`config.mk`:
```
export PLATFORM = sky130hd
export DESIGN_NAME = via_top
export DESIGN_NICKNAME = d
export VERILOG_FILES = /design/src/logic/via_pkg.sv /design/src/logic/via_prio_pick.sv /design/src/logic/via_top.sv
export VERILOG_INCLUDE_DIRS = /design/src /design/src/logic
export SDC_FILE = /design/constraint.sdc
export NUM_CORES = 1
export LEC_CHECK = 0
export BUFFER_PORTS_ARGS = -buffer_cell sky130_fd_sc_hd__buf_2
export CAP_MARGIN = 20
export CORE_MARGIN = 3
export CORE_UTILIZATION = 50
export DETAILED_ROUTE_END_ITERATION = 12
export PLACE_DENSITY_LB_ADDON = 0.15
export SYNTH_ARGS = -nofsm -noshare
export SYNTH_HDL_FRONTEND = slang
export SYNTH_SLANG_ARGS = --single-unit
```
`constraint.sdc`:
```
create_clock -name ref_clk_i -period 2.6 [get_ports ref_clk_i]
set_input_delay 0.52 -clock ref_clk_i [delete_from_list [all_inputs] [get_ports ref_clk_i]]
set_output_delay 0.52 -clock ref_clk_i [all_outputs]
set_load 0.05 [all_outputs]
```
`src/logic/via_cfg.svh`:
```
/*
 * Constants for the vectored interrupt arbiter: register addresses,
 * field positions, reset values, vector layout and cycle counts.
 * Assumes it is included by bare name from the arbiter sources.
 */
`ifndef VIA_CFG_SVH
`define VIA_CFG_SVH

// ============================================================
// Register addresses
`define VIA_ADDR_ENA 8'hA8
`define VIA_ADDR_PRI 8'hB8
`define VIA_ADDR_XENA1 8'hE6
`define VIA_ADDR_XPRI1 8'hF6
`define VIA_ADDR_XENA2 8'hE7
`define VIA_ADDR_XPRI2 8'hF7

// ============================================================
// Fields and reset values
`define VIA_GLOBAL_EN_BIT 7
`define VIA_RESET_BYTE 8'h00
`define VIA_PRI_UNUSED_ONE 8'h80
`define VIA_UNMAPPED_READ 8'h00

// ============================================================
// Sources and vectors
`define VIA_NSRC 18
`define VIA_SRC_UART 4
`define VIA_SRC_TIMER2 5
`define VIA_SRC_SPI 6
`define VIA_SRC_PCA 10
`define VIA_SRC_ABSENT 16
`define VIA_HWCLR_SRCS 4
`define VIA_VEC_BASE 16'h0003
`define VIA_RESET_VECTOR 16'h0000

// ============================================================
// Cycle counts
`define VIA_DETECT_CYCLES 1
`define VIA_LCALL_CYCLES 4
`define VIA_RETI_CYCLES 5
`define VIA_DIV_CYCLES 8
`define VIA_MIN_LATENCY (`VIA_DETECT_CYCLES + `VIA_LCALL_CYCLES)
`define VIA_MAX_LATENCY (`VIA_DETECT_CYCLES + `VIA_RETI_CYCLES + `VIA_DIV_CYCLES + `VIA_LCALL_CYCLES)

`endif

```
`src/logic/via_pkg.sv`:
```
/*
 * Types shared by the vectored interrupt arbiter.
 * Assumes nothing of its surroundings.
 */
package via_pkg;

	// ============================================================
	// Sequencer states, one-hot.
	typedef enum logic [1:0] {
		VIA_ST_IDLE = 2'h1,
		VIA_ST_CALL = 2'h2
	} via_state_t;

endpackage : via_pkg

```
`src/logic/via_prio_pick.sv`:
```
/*
 * Fixed-order, two-level priority picker for the interrupt arbiter.
 * Assumes requests are already masked; purely combinational.
 */
`timescale 1ns/1ps
`default_nettype none

module via_prio_pick #(
	parameter int N = 18,
	parameter int IW = 5
) (
	input wire logic [N-1:0] req_i,
	input wire logic [N-1:0] high_i,
	input wire logic allow_low_i,
	input wire logic allow_high_i,
	output logic valid_o,
	output logic [IW-1:0] idx_o,
	output logic level_o
);

	// ============================================================
	// Scan from the top order down so the lowest order number is left standing.
	always_comb begin
		logic found_hi;
		logic found_lo;
		logic [IW-1:0] idx_hi;
		logic [IW-1:0] idx_lo;
		found_hi = 1'b0;
		found_lo = 1'b0;
		idx_hi = '0;
		idx_lo = '0;
		for (int i = N - 1; i >= 0; i--) begin
			if (req_i[i] && high_i[i]) begin
				found_hi = 1'b1;
				idx_hi = IW'(i);
			end
			if (req_i[i] && !high_i[i]) begin
				found_lo = 1'b1;
				idx_lo = IW'(i);
			end
		end
		// The high level beats the low level whenever both may run.
		if (found_hi && allow_high_i) begin
			valid_o = 1'b1;
			idx_o = idx_hi;
			level_o = 1'b1;
		end else begin
			valid_o = found_lo && allow_low_i;
			idx_o = idx_lo;
			level_o = 1'b0;
		end
	end

endmodule : via_prio_pick

`default_nettype wire

```
`src/logic/via_top.sv`:
```
/*
 * Vectored interrupt arbiter: enable and priority registers on the
 * special-function bus, masking, two-level fixed-order arbitration and
 * the call request with vector address to the CPU sequencer.
 * Assumes the CPU reports instruction boundaries and return completion
 * on single-cycle pulses and that all inputs are synchronous to ref_clk_i.
 */
// Function
// - Pending requests are sampled and arbitrated in every clock cycle.
// - A request can reach the CPU as a call one clock after it rises, then the call takes four.
// - With a request pending at a return, one more instruction completes before the call.
// - The worst response is eighteen clocks: detect, return, divide, then the call.
// - A request is held off while an equal or higher level routine runs until its return.
// - Each source vectors to 0x0003 plus eight times its order; reset vectors to 0x0000.
// - Several flags of one source are ORed; orders 0 to 3 are cleared by hardware on the call.
// - The global enable bit 7 gates every source; with it set each source follows its mask.
// - Enable bits 0 to 6 mask orders 0 to 6; a zero blocks that source.
// - With the timer 2 mask set, either timer 2 overflow flag raises the request.
// - The enable register sits at 0xA8 on every page, is bit-writable and resets to zero.
// - A high-level request preempts a low-level routine; a high-level routine is never preempted.
// - Simultaneous requests go to the higher level, then to the lower order number.
// - A flag left set after a return raises a fresh request at once.
`timescale 1ns/1ps
`default_nettype none
`include "via_cfg.svh"

module via_top #(
	parameter int NSRC = `VIA_NSRC,
	parameter int IW = 5
) (
	input wire logic ref_clk_i,
	input wire logic rst_b_i,
	input wire logic [7:0] sfr_addr_i,
	input wire logic sfr_wr_i,
	input wire logic [7:0] sfr_wdata_i,
	input wire logic sfr_bit_wr_i,
	input wire logic [2:0] sfr_bit_sel_i,
	input wire logic sfr_bit_val_i,
	output logic [7:0] sfr_rdata_o,
	input wire logic [NSRC-1:0] src_flag_i,
	input wire logic [1:0] uart_flag_i,
	input wire logic timer2_low_overflow_flag_i,
	input wire logic timer2_high_overflow_flag_i,
	input wire logic [3:0] serial_periph_flag_i,
	input wire logic counter_array_overflow_flag_i,
	input wire logic [5:0] capture_module_flag_i,
	input wire logic pwm_cycle_overflow_flag_i,
	input wire logic cpu_boundary_i,
	input wire logic cpu_reti_done_i,
	output logic irq_call_o,
	output logic [15:0] irq_vector_o,
	output logic irq_level_o,
	output logic [`VIA_HWCLR_SRCS-1:0] hw_clear_o,
	output logic [1:0] svc_active_o
);

	// ============================================================
	// Register file
	logic [7:0] interrupt_enable_mask_reg, interrupt_enable_mask_next;
	logic [7:0] base_priority_reg, base_priority_next;
	logic [7:0] extended_enable_reg1_reg, extended_enable_reg1_next;
	logic [7:0] extended_priority_reg1_reg, extended_priority_reg1_next;
	logic [7:0] extended_enable_reg2_reg, extended_enable_reg2_next;
	logic [7:0] extended_priority_reg2_reg, extended_priority_reg2_next;
	logic [7:0] rdata_next;

	// Apply a byte write or a single-bit write aimed at one address.
	function automatic logic [7:0] via_upd(input logic [7:0] cur, input logic [7:0] addr);
		logic [7:0] v;
		v = cur;
		if (sfr_addr_i == addr && sfr_wr_i) begin
			v = sfr_wdata_i;
		end else if (sfr_addr_i == addr && sfr_bit_wr_i) begin
			v[sfr_bit_sel_i] = sfr_bit_val_i;
		end
		return v;
	endfunction : via_upd

	// Next register values and read data; the page select plays no part in decode.
	always_comb begin
		interrupt_enable_mask_next = via_upd(interrupt_enable_mask_reg, `VIA_ADDR_ENA);
		base_priority_next = via_upd(base_priority_reg, `VIA_ADDR_PRI);
		extended_enable_reg1_next = via_upd(extended_enable_reg1_reg, `VIA_ADDR_XENA1);
		extended_priority_reg1_next = via_upd(extended_priority_reg1_reg, `VIA_ADDR_XPRI1);
		extended_enable_reg2_next = via_upd(extended_enable_reg2_reg, `VIA_ADDR_XENA2);
		extended_priority_reg2_next = via_upd(extended_priority_reg2_reg, `VIA_ADDR_XPRI2);
		case (sfr_addr_i)
			`VIA_ADDR_ENA: rdata_next = interrupt_enable_mask_reg;
			`VIA_ADDR_PRI: rdata_next = base_priority_reg | `VIA_PRI_UNUSED_ONE;
			`VIA_ADDR_XENA1: rdata_next = extended_enable_reg1_reg;
			`VIA_ADDR_XPRI1: rdata_next = extended_priority_reg1_reg;
			`VIA_ADDR_XENA2: rdata_next = extended_enable_reg2_reg;
			`VIA_ADDR_XPRI2: rdata_next = extended_priority_reg2_reg;
			default: rdata_next = `VIA_UNMAPPED_READ;
		endcase
	end

	// Register the file; everything clears to zero on reset.
	always_ff @(posedge ref_clk_i or negedge rst_b_i) begin
		if (!rst_b_i) begin
			interrupt_enable_mask_reg <= `VIA_RESET_BYTE;
			base_priority_reg <= `VIA_RESET_BYTE;
			extended_enable_reg1_reg <= `VIA_RESET_BYTE;
			extended_priority_reg1_reg <= `VIA_RESET_BYTE;
			extended_enable_reg2_reg <= `VIA_RESET_BYTE;
			extended_priority_reg2_reg <= `VIA_RESET_BYTE;
			sfr_rdata_o <= `VIA_RESET_BYTE;
		end else begin
			interrupt_enable_mask_reg <= interrupt_enable_mask_next;
			base_priority_reg <= base_priority_next;
			extended_enable_reg1_reg <= extended_enable_reg1_next;
			extended_priority_reg1_reg <= extended_priority_reg1_next;
			extended_enable_reg2_reg <= extended_enable_reg2_next;
			extended_priority_reg2_reg <= extended_priority_reg2_next;
			sfr_rdata_o <= rdata_next;
		end
	end

	// ============================================================
	// Request gathering and masking
	logic [NSRC-1:0] raw_req;
	logic [NSRC-1:0] src_enable;
	logic [NSRC-1:0] src_high;
	logic [NSRC-1:0] masked_req;

	// Fold multi-flag sources into one request line; order 16 has no source.
	always_comb begin
		raw_req = src_flag_i;
		raw_req[`VIA_SRC_UART] = |uart_flag_i;
		raw_req[`VIA_SRC_TIMER2] = timer2_low_overflow_flag_i | timer2_high_overflow_flag_i;
		raw_req[`VIA_SRC_SPI] = |serial_periph_flag_i;
		raw_req[`VIA_SRC_PCA] = counter_array_overflow_flag_i | (|capture_module_flag_i)
			| pwm_cycle_overflow_flag_i;
		raw_req[`VIA_SRC_ABSENT] = 1'b0;
	end

	// Per-source enables and levels: base bits for orders 0-6, extended bits above.
	assign src_enable = {extended_enable_reg2_reg[2:0], extended_enable_reg1_reg,
		interrupt_enable_mask_reg[6:0]};
	assign src_high = {extended_priority_reg2_reg[2:0], extended_priority_reg1_reg,
		base_priority_reg[6:0]};
	// Live flags are masked every cycle, so a flag left set after a return asks again at once.
	assign masked_req = raw_req & src_enable
		& {NSRC{interrupt_enable_mask_reg[`VIA_GLOBAL_EN_BIT]}};

	// ============================================================
	// Arbitration
	logic act_hi_reg, act_hi_next;
	logic act_lo_reg, act_lo_next;
	logic win_valid;
	logic [IW-1:0] win_idx;
	logic win_level;

	// Nothing preempts a high routine; a low routine yields only to high requests.
	via_prio_pick #(
		.N(NSRC),
		.IW(IW)
	) u_pick (
		.req_i(masked_req),
		.high_i(src_high),
		.allow_low_i(!act_hi_reg && !act_lo_reg),
		.allow_high_i(!act_hi_reg),
		.valid_o(win_valid),
		.idx_o(win_idx),
		.level_o(win_level)
	);

	// ============================================================
	// Call sequencer
	via_pkg::via_state_t state_reg, state_next;
	logic [2:0] cnt_reg, cnt_next;
	logic [IW-1:0] idx_reg, idx_next;
	logic call_next;
	logic [15:0] vector_next;
	logic level_next;
	logic [`VIA_HWCLR_SRCS-1:0] hwclr_next;
	logic take;

	// A call is issued at a boundary, never at the one that ends a return.
	assign take = (state_reg == via_pkg::VIA_ST_IDLE) && cpu_boundary_i && !cpu_reti_done_i
		&& win_valid;

	// Next values of the sequencer, level tracking and call outputs.
	always_comb begin
		state_next = state_reg;
		cnt_next = cnt_reg;
		idx_next = idx_reg;
		act_hi_next = act_hi_reg;
		act_lo_next = act_lo_reg;
		call_next = 1'b0;
		vector_next = irq_vector_o;
		level_next = irq_level_o;
		hwclr_next = '0;
		// A completed return drops the level that was last entered.
		if (cpu_reti_done_i) begin
			if (act_hi_reg) begin
				act_hi_next = 1'b0;
			end else begin
				act_lo_next = 1'b0;
			end
		end
		case (state_reg)
			via_pkg::VIA_ST_IDLE: begin
				if (take) begin
					call_next = 1'b1;
					idx_next = win_idx;
					vector_next = `VIA_VEC_BASE + {8'h00, win_idx, 3'h0};
					level_next = win_level;
					if (win_level) begin
						act_hi_next = 1'b1;
					end else begin
						act_lo_next = 1'b1;
					end
					for (int i = 0; i < `VIA_HWCLR_SRCS; i++) begin
						hwclr_next[i] = (win_idx == IW'(i));
					end
					state_next = via_pkg::VIA_ST_CALL;
					cnt_next = 3'(`VIA_LCALL_CYCLES - 1);
				end
			end
			via_pkg::VIA_ST_CALL: begin
				// The CPU spends the long call here; no second call may start.
				if (cnt_reg == 3'h0) begin
					state_next = via_pkg::VIA_ST_IDLE;
				end else begin
					cnt_next = cnt_reg - 3'h1;
				end
			end
			default: begin
				state_next = via_pkg::VIA_ST_IDLE;
			end
		endcase
	end

	// Register the sequencer; the output vector resets to the reset vector and holds the last call's vector between calls.
	always_ff @(posedge ref_clk_i or negedge rst_b_i) begin
		if (!rst_b_i) begin
			state_reg <= via_pkg::VIA_ST_IDLE;
			cnt_reg <= 3'h0;
			idx_reg <= '0;
			act_hi_reg <= 1'b0;
			act_lo_reg <= 1'b0;
			irq_call_o <= 1'b0;
			irq_vector_o <= `VIA_RESET_VECTOR;
			irq_level_o <= 1'b0;
			hw_clear_o <= '0;
			svc_active_o <= 2'h0;
		end else begin
			state_reg <= state_next;
			cnt_reg <= cnt_next;
			idx_reg <= idx_next;
			act_hi_reg <= act_hi_next;
			act_lo_reg <= act_lo_next;
			irq_call_o <= call_next;
			irq_vector_o <= vector_next;
			irq_level_o <= level_next;
			hw_clear_o <= hwclr_next;
			svc_active_o <= {act_hi_next, act_lo_next};
		end
	end

	// ============================================================
	// Checks
	localparam int WORST = `VIA_MAX_LATENCY;
endmodule : via_top

`default_nettype wire

```
Yosys cells after proc, flatten, opt, wreduce, memory -nomap -nowiden
Index checks and enable logic that the tools add are counted.
- register bits: 87
- input bits: 60
- output and inout port bits: 32
- $add $sub $neg: 2
- magnitude comparators: 2
- equal/unequal tests: 14
- multiplexer cells: 115
- bitwise operators: 5
- reduce and logical (&&, ||, !) cells: 91
- operator list (kind ; number):
    5-bit two-way mux ; 37
    8-bit two-way mux ; 12
    1-bit logical AND ; 55
    1-bit two-way mux ; 50
    8-bit bitwise mux ; 6
    8-bit equality test (second input constant) ; 6
    8-bit case mux with 6 select lines ; 1
    18-bit AND ; 2
    1-bit zero test ; 21
    2-bit nonzero test ; 7
    5-bit by 2-bit equality test with 1-bit output (second input constant) ; 2
    2-bit by 8-bit adder with 9-bit output (first input constant) ; 1
    4-bit two-way mux ; 2
    3-bit two-way mux ; 2
    2-bit != test (second input constant) ; 3
    3-bit case mux with 2 select lines ; 1
    6-bit OR reduction ; 1
    5-bit by 1-bit equality test with 1-bit output (second input constant) ; 1
    5-bit zero test ; 1
    3-bit by 4-bit less-than comparator with 1-bit output (second input constant) ; 1
    2-bit two-way mux ; 2
    2-bit case mux with 2 select lines ; 1
    2-bit AND reduction ; 2
    4-bit OR reduction ; 1
    other kinds (9) ; 11

Longest topological paths before layout
Gate-level depths: netlist of run 1.
- word-level depth: 29
- depth in mapped cells: 11
- gate-level depth less buffers: 7

Modules after synthesis
From an unflattened synthesis of run 1, not the netlist that was laid out.
- cells, all modules: 514
- area, all modules: 5041.1 µm²
- modules (own cells, without submodules) (module ; times used ; cells each ; area an instance (µm²)):
    via_top ; 1 ; 417 ; 4394.2
    via_prio_pick ; 1 ; 97 ; 646.9

Worst setup path after synthesis of run 1
OpenSTA, ideal clock, no wires.
- kind: in2reg
- start point: in capture_module_flag_i[5]
- end point: reg cnt_reg[1]
- setup time: 0.128 ns
- arrival time: 2.487 ns
- data required time: 2.472 ns
- setup slack: -0.015 ns
- cell stages on the path: 7
- path buffers: 0
- path through: nor4_2 a211oi_1 or4_4 or3_4 o2bb2ai_4 nor2_4 mux2_1
- word-level cells in the longest chain between the ends: 22
- RTL lines (what ; line ; source):
    start: declaration ; via_top.sv:46 ; input wire logic [5:0] capture_module_flag_i,
    6-bit OR reduction * ; via_top.sv:132 ; raw_req[`VIA_SRC_PCA] = counter_array_overflow_flag_i | (|capture_module_flag_i)
    1-bit OR * ; via_top.sv:132 ;
    1-bit OR * ; via_top.sv:133 ; | pwm_cycle_overflow_flag_i;
    18-bit AND * (2 in a row) ; via_top.sv:143 ; assign masked_req = raw_req & src_enable
    1-bit logical AND (on tied branches) ; via_prio_pick.sv:37, via_prio_pick.sv:33 ;
    1-bit two-way mux (on tied branches) (11 in a row) ; via_prio_pick.sv:37, via_prio_pick.sv:33 ;
    1-bit logical AND (on tied branches) ; via_prio_pick.sv:48, via_prio_pick.sv:43 ;
    1-bit two-way mux * ; via_prio_pick.sv:43 ; if (found_hi && allow_high_i) begin
    1-bit logical AND * ; via_top.sv:181 ; && win_valid;
    2-bit != test (no line) * ; -- ;
    3-bit AND reduction (no line) * ; -- ;
    end signal: assignment ; via_top.sv:250 ; cnt_reg <= cnt_next;
    end: declaration ; via_top.sv:171 ; logic [2:0] cnt_reg, cnt_next;
Mark *: on every way between the ends. The rest lies on a longest branch, timed or not.
A chain may end at the register's enable or synchronous reset.

Worst setup path in the final report of run 1
- start point: reg interrupt_enable_mask_reg[7]
- end point: reg cnt_reg[1]
- word-level cells in the longest chain between the ends: 25
- RTL lines (what ; line ; source):
    start: declaration ; via_top.sv:59 ; logic [7:0] interrupt_enable_mask_reg, interrupt_enable_mask_next;
    start signal: assignment ; via_top.sv:101 ; interrupt_enable_mask_reg <= `VIA_RESET_BYTE;
    start signal: assignment ; via_top.sv:109 ; interrupt_enable_mask_reg <= interrupt_enable_mask_next;
    18-bit AND * ; via_top.sv:143 ;
    1-bit logical AND (on tied branches) ; via_prio_pick.sv:37, via_prio_pick.sv:33 ;
    1-bit two-way mux (on tied branches) (18 in a row) ; via_prio_pick.sv:37, via_prio_pick.sv:33 ;
    1-bit logical AND (on tied branches) ; via_prio_pick.sv:48, via_prio_pick.sv:43 ;
    1-bit two-way mux * ; via_prio_pick.sv:43 ;
    1-bit logical AND * ; via_top.sv:181 ;
    2-bit != test (no line) * ; -- ;
    3-bit AND reduction (no line) * ; -- ;
Marked as above.

==> results of run 1 <==
timing repair:
action | in CTS | in global routing
gates resized for setup | 1 | 6
pin swaps | 0 | 1
setup buffers | 0 | 1
setup endpoints to repair | 2 | 8
cells by family (layout without fill, tap and decap cells):
family	after synthesis	count (layout)	share of synthesized area (%)
buf+inv	59	168	5.95
other cells	1	9	0.0762
compound gates	168	168	21.4
flops	74	74	37.7
fa+ha+maj	2	2	0.509
simple gates	186	186	21.1
mux	56	56	13.3
placed cells by master (no fill, tap or decap), types with 11 or more instances in the layout:
master | synthesis | final
buf_2 | 0 | 76
dfrtp_1 | 73 | 72
a21oi_1 | 59 | 58
buf_4 | 15 | 57
nor2_1 | 53 | 53
mux2i_1 | 39 | 39
nand2_1 | 34 | 34
a31oi_1 | 27 | 27
o21ai_0 | 24 | 22
nand4_1 | 17 | 17
inv_1 | 16 | 16
nor3_1 | 13 | 13
nor2b_1 | 12 | 12
o31ai_1 | 11 | 11
through the flow:
step / hold slack (ps) / setup WS [ps] / TNS, ps / total power, mW / instance area, sq um
finish: 145 / 67.8 / 0 / 2.69 / 5970
global route: 179 / -6.69 / -10.3 / 2.80 / 5970
CTS: 160 / 15.2 / 0 / 2.69 / 5950
detailed placement: 467 / -164 / -1190 / 1.74 / 5740
global placement: 460 / -125 / -798 / 1.73 / 5740
floorplan: 224 / 17.0 / 0 / 1.56 / 4970
cells in the mapped netlist (4+ instances only):
cell	n	area [sq um]
nand3_1	10	50.1
nor4_1	6	37.5
a21oi_1	59	295
dfrtp_1	73	1830
nand2_1	34	128
o22ai_1	7	43.8
inv_1	16	60.1
nand4b_1	8	70.1
buf_1	4	15.0
and4b_1	5	50.1
buf_4	15	113
nand4_1	17	106
nand2b_1	5	31.3
mux4_2	6	135
o21a_1	6	45.0
a31oi_1	27	169
mux2i_1	39	390
nor3_1	13	65.1
o21ai_0	24	120
nor4_2	4	50.1
nor2b_1	12	75.1
o21bai_1	5	37.5
clkbuf_1	22	82.6
nor2_1	53	199
mux2_2	9	101
o31ai_1	11	82.6
metal layers:
layer / vias up / track usage (%) / share of wire [%]
met5: - / 0 / 0
met3: 27 / 4.14 / 7.3
met1: 2280 / 35.1 / 41
met4: 0 / 8.53 / 1.9
met2: 228 / 43.4 / 49
li1: 2259 / - / -
power by group:
group	switching [mW]	internal [mW]	leakage (nW)
clock network	0.489	0.478	0.0995
logic	0.287	0.173	1.78
registers	0.0613	1.21	1.00
critical path: cells and delay by family, from the launching register on:
kind | cells | cell delay (ps)
AND/OR/NAND/NOR | 5 | 1470
flip-flops | 1 | 480
multiplexers | 1 | 320
AO/OA/AOI/OAI | 1 | 150
worst max-delay path by stage:
stage / cells past startpoint / end / startpoint / slack, ps
final: 7 / cnt_reg[1] / interrupt_enable_mask_reg[7] / 70
after global routing: 10 / irq_vector_o[3] / interrupt_enable_mask_reg[7] / -7
after CTS: 8 / cnt_reg[1] / interrupt_enable_mask_reg[7] / 20
after detailed placement: 8 / cnt_reg[1] / capture_module_flag_i[1] / -160
after global placement: 8 / cnt_reg[1] / capture_module_flag_i[1] / -130
after floorplan: 7 / cnt_reg[1] / capture_module_flag_i[5] / 20
area by class of cell:
cell class                 instances  area [sq um]
inverter                          16          60.1
tap                              129           161
sequential                        74          1850
fill                             810          3450
timing repair buffer             136           845
clock buffer                      10           138
clock inverter                     6          71.3
multi-input combinational        421          2840
==> impl_metrics.tcl, run 1 <==
set metrics [dict create \
    min_period_over_period_pct 97.4 \
    utilization_pct 63.4 \
    drtIter0Drc 385 \
    cts_root_buffer "clkbuf_8" \
    portBuffers 77 \
    firstDrtPassIters 5 \
    finClkSkew_ps 7.46 \
    ys_seq_elements 74 \
    via_count 4794 \
    async_flop_share_pct 100 \
    r2r-start "interrupt_enable_mask_reg[7]" \
    cts_tree "done" \
    synth_cell_types 63 \
    grt_start_max_net_pins 43 \
    setup_viol 0 \
    coreArea_sq_um 9420 \
    io_pins 92 \
    die_area_sq_um 11100 \
    irDropWorstVdd_uv 251 \
    grt.overflow.total 0 \
    slew_headroom_pct 48.4 \
    crit_chain "and4b_1, nor4b_4, or3b_4, or3_4, o2bb2ai_4, nor2_4, mux2_1" \
    clock_path_buffers 2 \
    final_nets 720 \
    p_leak_nw 2.88 \
    worst_path_max_delay_cell "dfrtp_2" \
    crit_path_max_incr_delay_ps 480 \
    path_clk_slew_ps 90 \
    regToRegSetupSlack_ps 70 \
    worstSetupPathType "reg2reg" \
    max_freq_ghz 0.395 \
    num_rows 35 \
    yosys_most_used_dff "dfrtp_1" \
    hold_class "in2async" \
    wl_mm 14.8 \
    syn_area_per_cell_sq_um 9.01 \
    die_w_um 105 \
    via_per_inst 6.05 \
    worst_r2r_path_depth 7 \
    layout_min_cycle_time_ps 2530 \
    placed_cells 775 \
    drc_errors 0 \
    cellPowerDensity_nw_per_um2 451 \
    gp_congestion 0.940 \
    htreeDepth 3 \
    yosysSeqAreaShare_pct 37.7 \
    crit_fanout 7 \
    postRouteAntennaNets 0 \
    grtUsageTotal_pct 26.2 \
    worst_setup_path_end_kind "flop" \
    finalNonFillerCells 792 \
    finalMaxSlewViolations 0 \
    hold_violations 0 \
    synth_warnings 0 \
    dp_hpwl_mm 11.4 \
    outcome "finished clean" \
    grt_pass1_vias 4379 \
    worst_slew_pin_slew_ps 771 \
    grt_pass1_wl_mm 22.9 \
    worstPathRequired_ps 2840 \
    hold_buffers 0 \
    num_antenna_cells 0 \
    syn_area_sq_um 4920 \
    clk_latency_ps 350 \
    initial_utilization_pct 52.2 \
    cts_buffers 9 \
    area.growth.synth_to_final_pct 21.4 \
    layout-drive-gt1-share_pct 28.4 \
    cts_num_sinks 74 \
    drt-wirelength-per-cell_um 18.7 \
    max_cap_violations 0 \
    die_y_um 105 \
    antenna_found_initial 0 \
    synth_edf_count 0 \
    netlist_instances 546 \
    worstReg2RegEnd "cnt_reg[1]" \
    cp-start-kind "flop" \
    crit_arrival_ps 2770 \
]
Power figures use the tool's default switching activity.
==> inputs of run 2 (changes only) <==
--- a/config.mk
+++ b/config.mk
@@ -11,7 +11,7 @@
 export CORE_MARGIN = 3
 export CORE_UTILIZATION = 50
 export DETAILED_ROUTE_END_ITERATION = 12
-export PLACE_DENSITY_LB_ADDON = 0.15
+export PLACE_DENSITY = 0.8
 export SYNTH_ARGS = -nofsm -noshare
 export SYNTH_HDL_FRONTEND = slang
 export SYNTH_SLANG_ARGS = --single-unit
==> impl_metrics.tcl, run 2 (same netlist as run 1, synthesis figures left out) <==
set metrics [dict create \
    outcome "finished clean" \
    wl_mm 15.3 \
    io_pins 92 \
    worstReg2RegEnd "irq_vector_o[4]" \
    cts_num_sinks 74 \
    finClkSkew_ps 7.65 \
    clk_latency_ps 360 \
    num_rows 35 \
    finalMaxSlewViolations 0 \
    path_clk_slew_ps 80 \
    hold_class "in2async" \
    max_freq_ghz 0.389 \
    grt_pass1_vias 4741 \
    firstDrtPassIters 5 \
    most-common-layout-cells "buf_2 (78), dfrtp_1 (72), a21oi_1 (59)" \
    slew_headroom_pct 47.2 \
    via_per_inst 6.21 \
    num_antenna_cells 0 \
    drt-wirelength-per-cell_um 19.2 \
    worst-path-buf-inv 2 \
    drc_errors 0 \
    worst_r2r_path_depth 8 \
    finalInstanceArea_sq_um 5980 \
    place_area_sq_um 5720 \
    cp-start-kind "flop" \
    holdWs_ps 239 \
    area.growth.synth_to_final_pct 21.5 \
    grt_pass1_wl_mm 24.2 \
    irDropWorstVdd_uv 225 \
    min_period_over_period_pct 98.8 \
    total_power_mw 2.56 \
    layout_commonest_cell "buf_2" \
    worst_slew_pin_slew_ps 793 \
    finalNonFillerCells 796 \
    setup_viol 0 \
    layout-drive-gt1-share_pct 29.1 \
    r2r-start "interrupt_enable_mask_reg[7]" \
    cp_top_family "simple AND/OR/NAND/NOR gates" \
    max_cap_violations 0 \
    multiInputGateArea_sq_um 2840 \
    htreeDepth 3 \
    cts_root_buffer "clkbuf_8" \
    utilization_pct 63.5 \
    regArea_sq_um 1850 \
    grt.overflow.total 0 \
    clock_path_buffers 2 \
    placed_cells 772 \
    cellPowerDensity_nw_per_um2 427 \
    via_count 4944 \
    crit_chain "buf_6, nand4b_1, nor4b_4, or3b_4, or3_4, o2bb2ai_4, buf_12, mux2_4" \
    initial_utilization_pct 52.2 \
    die_area_sq_um 11100 \
    worst_setup_path_end_kind "flop" \
    worst_path_max_delay_cell "dfrtp_2" \
    hold_violations 0 \
    antenna_found_initial 0 \
    cts_buffers 9 \
    fin_tns_setup_ps 0 \
    layout_min_cycle_time_ps 2570 \
    drtIter0Drc 489 \
    regToRegSetupSlack_ps 30 \
    hold_buffers 0 \
    grtUsageTotal_pct 27.6 \
    setup_ws_ps 32.4 \
    n_fill_cell 776 \
    gp_congestion 0.983 \
    p_leak_nw 2.89 \
    crit_arrival_ps 2810 \
    portBuffers 77 \
    dp_hpwl_mm 11.6 \
    final_nets 724 \
    cts_tree "done" \
    coreArea_sq_um 9420 \
    crit_path_max_incr_delay_ps 490 \
    die_y_um 105 \
    grt_start_max_net_pins 42 \
    worstSetupPathType "reg2reg" \
    postRouteAntennaNets 0 \
    worstPathRequired_ps 2840 \
    post-place-ws_ps -191 \
    die_w_um 105 \
    crit_fanout 11 \
]
-- run 2: power breakdown --
group          total (mW)  leakage [nW]  switching (mW)  internal, mW
clock               0.803        0.0745           0.457         0.346
sequential           1.27          1.00          0.0606          1.21
combinational       0.485          1.81           0.300         0.186
total                2.56          2.89           0.818          1.74
-- run 2: cell type report --
type	count	area share, %
Sequential cell	74	31.0
Tap cell	129	2.70
Timing Repair Buffer	140	14.9
Inverter	16	1.00
Clock inverter	6	0.733
Clock buffer	10	2.13
Multi-Input combinational cell	421	47.6
-- run 2: how the worst max path moves through the flow --
stage,startpoint,cells past startpoint,slack (ps),end
after floorplan,capture_module_flag_i[5],7,20,cnt_reg[1]
after global placement,capture_module_flag_i[1],8,-130,irq_vector_o[4]
after detailed placement,capture_module_flag_i[5],8,-190,cnt_reg[1]
after CTS,interrupt_enable_mask_reg[7],8,7,cnt_reg[1]
after global routing,interrupt_enable_mask_reg[7],8,-8,cnt_reg[1]
final,interrupt_enable_mask_reg[7],8,30,irq_vector_o[4]
-- run 2: routing by layer --
metal / track usage, % / vias to the layer above / share of wire, %
met5: 0 / - / 0
met2: 43.8 / 302 / 47
met4: 12.0 / 0 / 3.3
li1: - / 2280 / -
met3: 4.76 / 37 / 10
met1: 37.1 / 2325 / 40
-- run 2: timing repair --
| item | in CTS | in global routing |
|---|---|---|
| setup endpoints to repair | 9 | 7 |
| hold endpoints to repair | 0 | 0 |
| resized for setup | 1 | 11 |
| gates cloned | 0 | 1 |
| setup buffers | 4 | 3 |
| pin swaps | 0 | 8 |
==> inputs of run 3 (changes only) <==
--- a/config.mk
+++ b/config.mk
@@ -14,4 +14,5 @@
 export PLACE_DENSITY = 0.8
 export SYNTH_ARGS = -nofsm -noshare
 export SYNTH_HDL_FRONTEND = slang
+export SYNTH_HIERARCHICAL = 1
 export SYNTH_SLANG_ARGS = --single-unit
==> impl_metrics.tcl, run 3 <==
set metrics [dict create \
    outcome "finished with violations" \
    violations "negative setup slack" \
    post-place-ws_ps -445 \
    grtUsageTotal_pct 29.4 \
    die_y_um 106 \
    irDropWorstVdd_uv 210 \
    worstPathRequired_ps 2840 \
    initial_utilization_pct 51.6 \
    fin_tns_setup_ps -635 \
    finalMaxSlewViolations 0 \
    num_rows 36 \
    layout_commonest_cell "buf_4" \
    drtIter0Drc 715 \
    grt_start_max_net_pins 27 \
    clk_latency_ps 360 \
    netlist_instances 514 \
    drc_errors 0 \
    p_leak_nw 2.90 \
    regToRegSetupSlack_ps -90 \
    hold_violations 0 \
    regArea_sq_um 1850 \
    utilization_pct 64.9 \
    portBuffers 77 \
    slew_headroom_pct 56.8 \
    min_period_over_period_pct 104 \
    synth_top_area_cell "dfrtp_1" \
    synth_edf_count 0 \
    postRouteAntennaNets 0 \
    yosys-top-cells-count "dfrtp_1 (73), inv_1 (38), nor2_1 (26)" \
    die_w_um 106 \
    most-common-layout-cells "buf_4 (81), buf_2 (77), dfrtp_1 (73)" \
    crit_arrival_ps 2940 \
    firstDrtPassIters 5 \
    grt_pass1_vias 4978 \
    cts_root_buffer "clkbuf_8" \
    total_power_mw 2.83 \
    syn_area_sq_um 5040 \
    clock_path_buffers 2 \
    cts_num_sinks 74 \
    gp_congestion 0.933 \
    finalNonFillerCells 786 \
    holdWs_ps 154 \
    place_area_sq_um 5940 \
    max_cap_violations 0 \
    hold_class "in2async" \
    path_clk_slew_ps 80 \
    layout-drive-gt1-share_pct 36.4 \
    syn_area_per_cell_sq_um 9.81 \
    via_count 5239 \
    grt.overflow.total 0 \
    layout_min_cycle_time_ps 2700 \
    finClkSkew_ps 8.17 \
    rsz0062_at_grt "true" \
    drt-wirelength-per-cell_um 22.3 \
    die_area_sq_um 11300 \
    worst_slew_pin_slew_ps 647 \
    synth_warnings 6 \
    max_freq_ghz 0.371 \
    async_flop_share_pct 100 \
    synth_area_leaders "dfrtp_1 (36%), a22oi_1 (3.3%), mux4_2 (3.1%), a2bb2oi_1 (3.0%), inv_1 (2.8%)" \
    crit_fanout 7 \
    num_antenna_cells 0 \
    yosys_most_used_dff "dfrtp_1" \
    multiInputGateArea_sq_um 2970 \
    via_per_inst 6.67 \
    synth_most_common_cell "dfrtp_1" \
    grt_pass1_wl_mm 25.7 \
    setup_ws_ps -98.5 \
    netlist.area_leader.share_pct 36.2 \
    coreArea_sq_um 9770 \
    final_nets 710 \
    htreeDepth 3 \
    wl_mm 17.5 \
    cellPowerDensity_nw_per_um2 446 \
    hold_buffers 0 \
    cts_buffers 9 \
    worst_setup_path_end_kind "flop" \
    cts_tree "done" \
    synth_cell_types 77 \
    worstSetupPathType "in2reg" \
    yosysSeqAreaShare_pct 36.8 \
    dp_hpwl_mm 12.4 \
    placed_cells 761 \
    io_pins 92 \
    finalInstanceArea_sq_um 6340 \
    cp-start-kind "input port" \
    ys_seq_elements 74 \
    n_fill_cell 761 \
    antenna_found_initial 0 \
    setup_viol 12 \
    area.growth.synth_to_final_pct 25.9 \
]
run 3: critical path, cell delays in order:
cell and delay, ps:
buf_2 120, nor4_4 270, a21oi_1 120, buf_4 170, a22oi_2 210, nand4_1 200, or2_4 320, o21ai_4 240
nand2_1 100, nand4b_1 140, buf_4 160, nor2_4 60, mux2_2 310
run 3: logic make-up after synthesis:
group	after synthesis	synth area share (%)
other	1	0.0744
buffers and inverters	86	8.04
adder cells (fa/ha/maj)	2	0.496
AND/OR/NAND/NOR	154	18.9
multiplexers	23	6.50
flip-flops	74	36.8
XOR/XNOR	1	0.174
AO/OA/AOI/OAI	173	29.1
run 3: worst paths after layout:
check                                                   from                       endpoint  cells past startpoint
worst max-delay path                capture_module_flag_i[1]                irq_vector_o[4]                     13
worst min-delay path                                 rst_b_i                  hw_clear_o[2]                      1
worst max register to register  interrupt_enable_mask_reg[7]                irq_vector_o[4]                     11
worst min register to register                    cnt_reg[1]                     cnt_reg[1]                      1
max in group asynchronous                            rst_b_i  extended_priority_reg2_reg[0]                      2
min in group ref_clk_i                       cpu_reti_done_i                     act_hi_reg                      2
run 3: what timing repair did:
| action | in CTS | in global routing |
|---|---|---|
| setup endpoints to repair | 14 | 16 |
| setup buffers | 3 | 5 |
| pin swaps | 8 | 7 |
| endpoints found under the hold margin | 0 | 0 |
| gates cloned | 0 | 1 |
| gates resized for setup | 18 | 9 |
run 3: final cells by class:
| type | count | share of cell area, % |
|---|---|---|
| Clock buffer | 9 | 1.95 |
| Clock inverter | 7 | 1.08 |
| Sequential cell | 74 | 29.2 |
| Tap cell | 133 | 2.62 |
| Timing Repair Buffer | 160 | 16.0 |
| Multi-Input combinational cell | 365 | 46.9 |
| Inverter | 38 | 2.25 |
run 3: report_power, final:
group | leakage, nW | total (mW) | switching [mW] | internal [mW]
combinational | 1.88 | 0.638 | 0.407 | 0.232
sequential | 0.927 | 1.28 | 0.0599 | 1.22
clock | 0.0954 | 0.913 | 0.472 | 0.441
run 3: layer usage:
layer  global-route usage (%)  wire length [um]
met4                     13.1               852
met5                        0                 0
met2                     47.3              8100
met3                     7.23              1950
met1                     37.6              6590
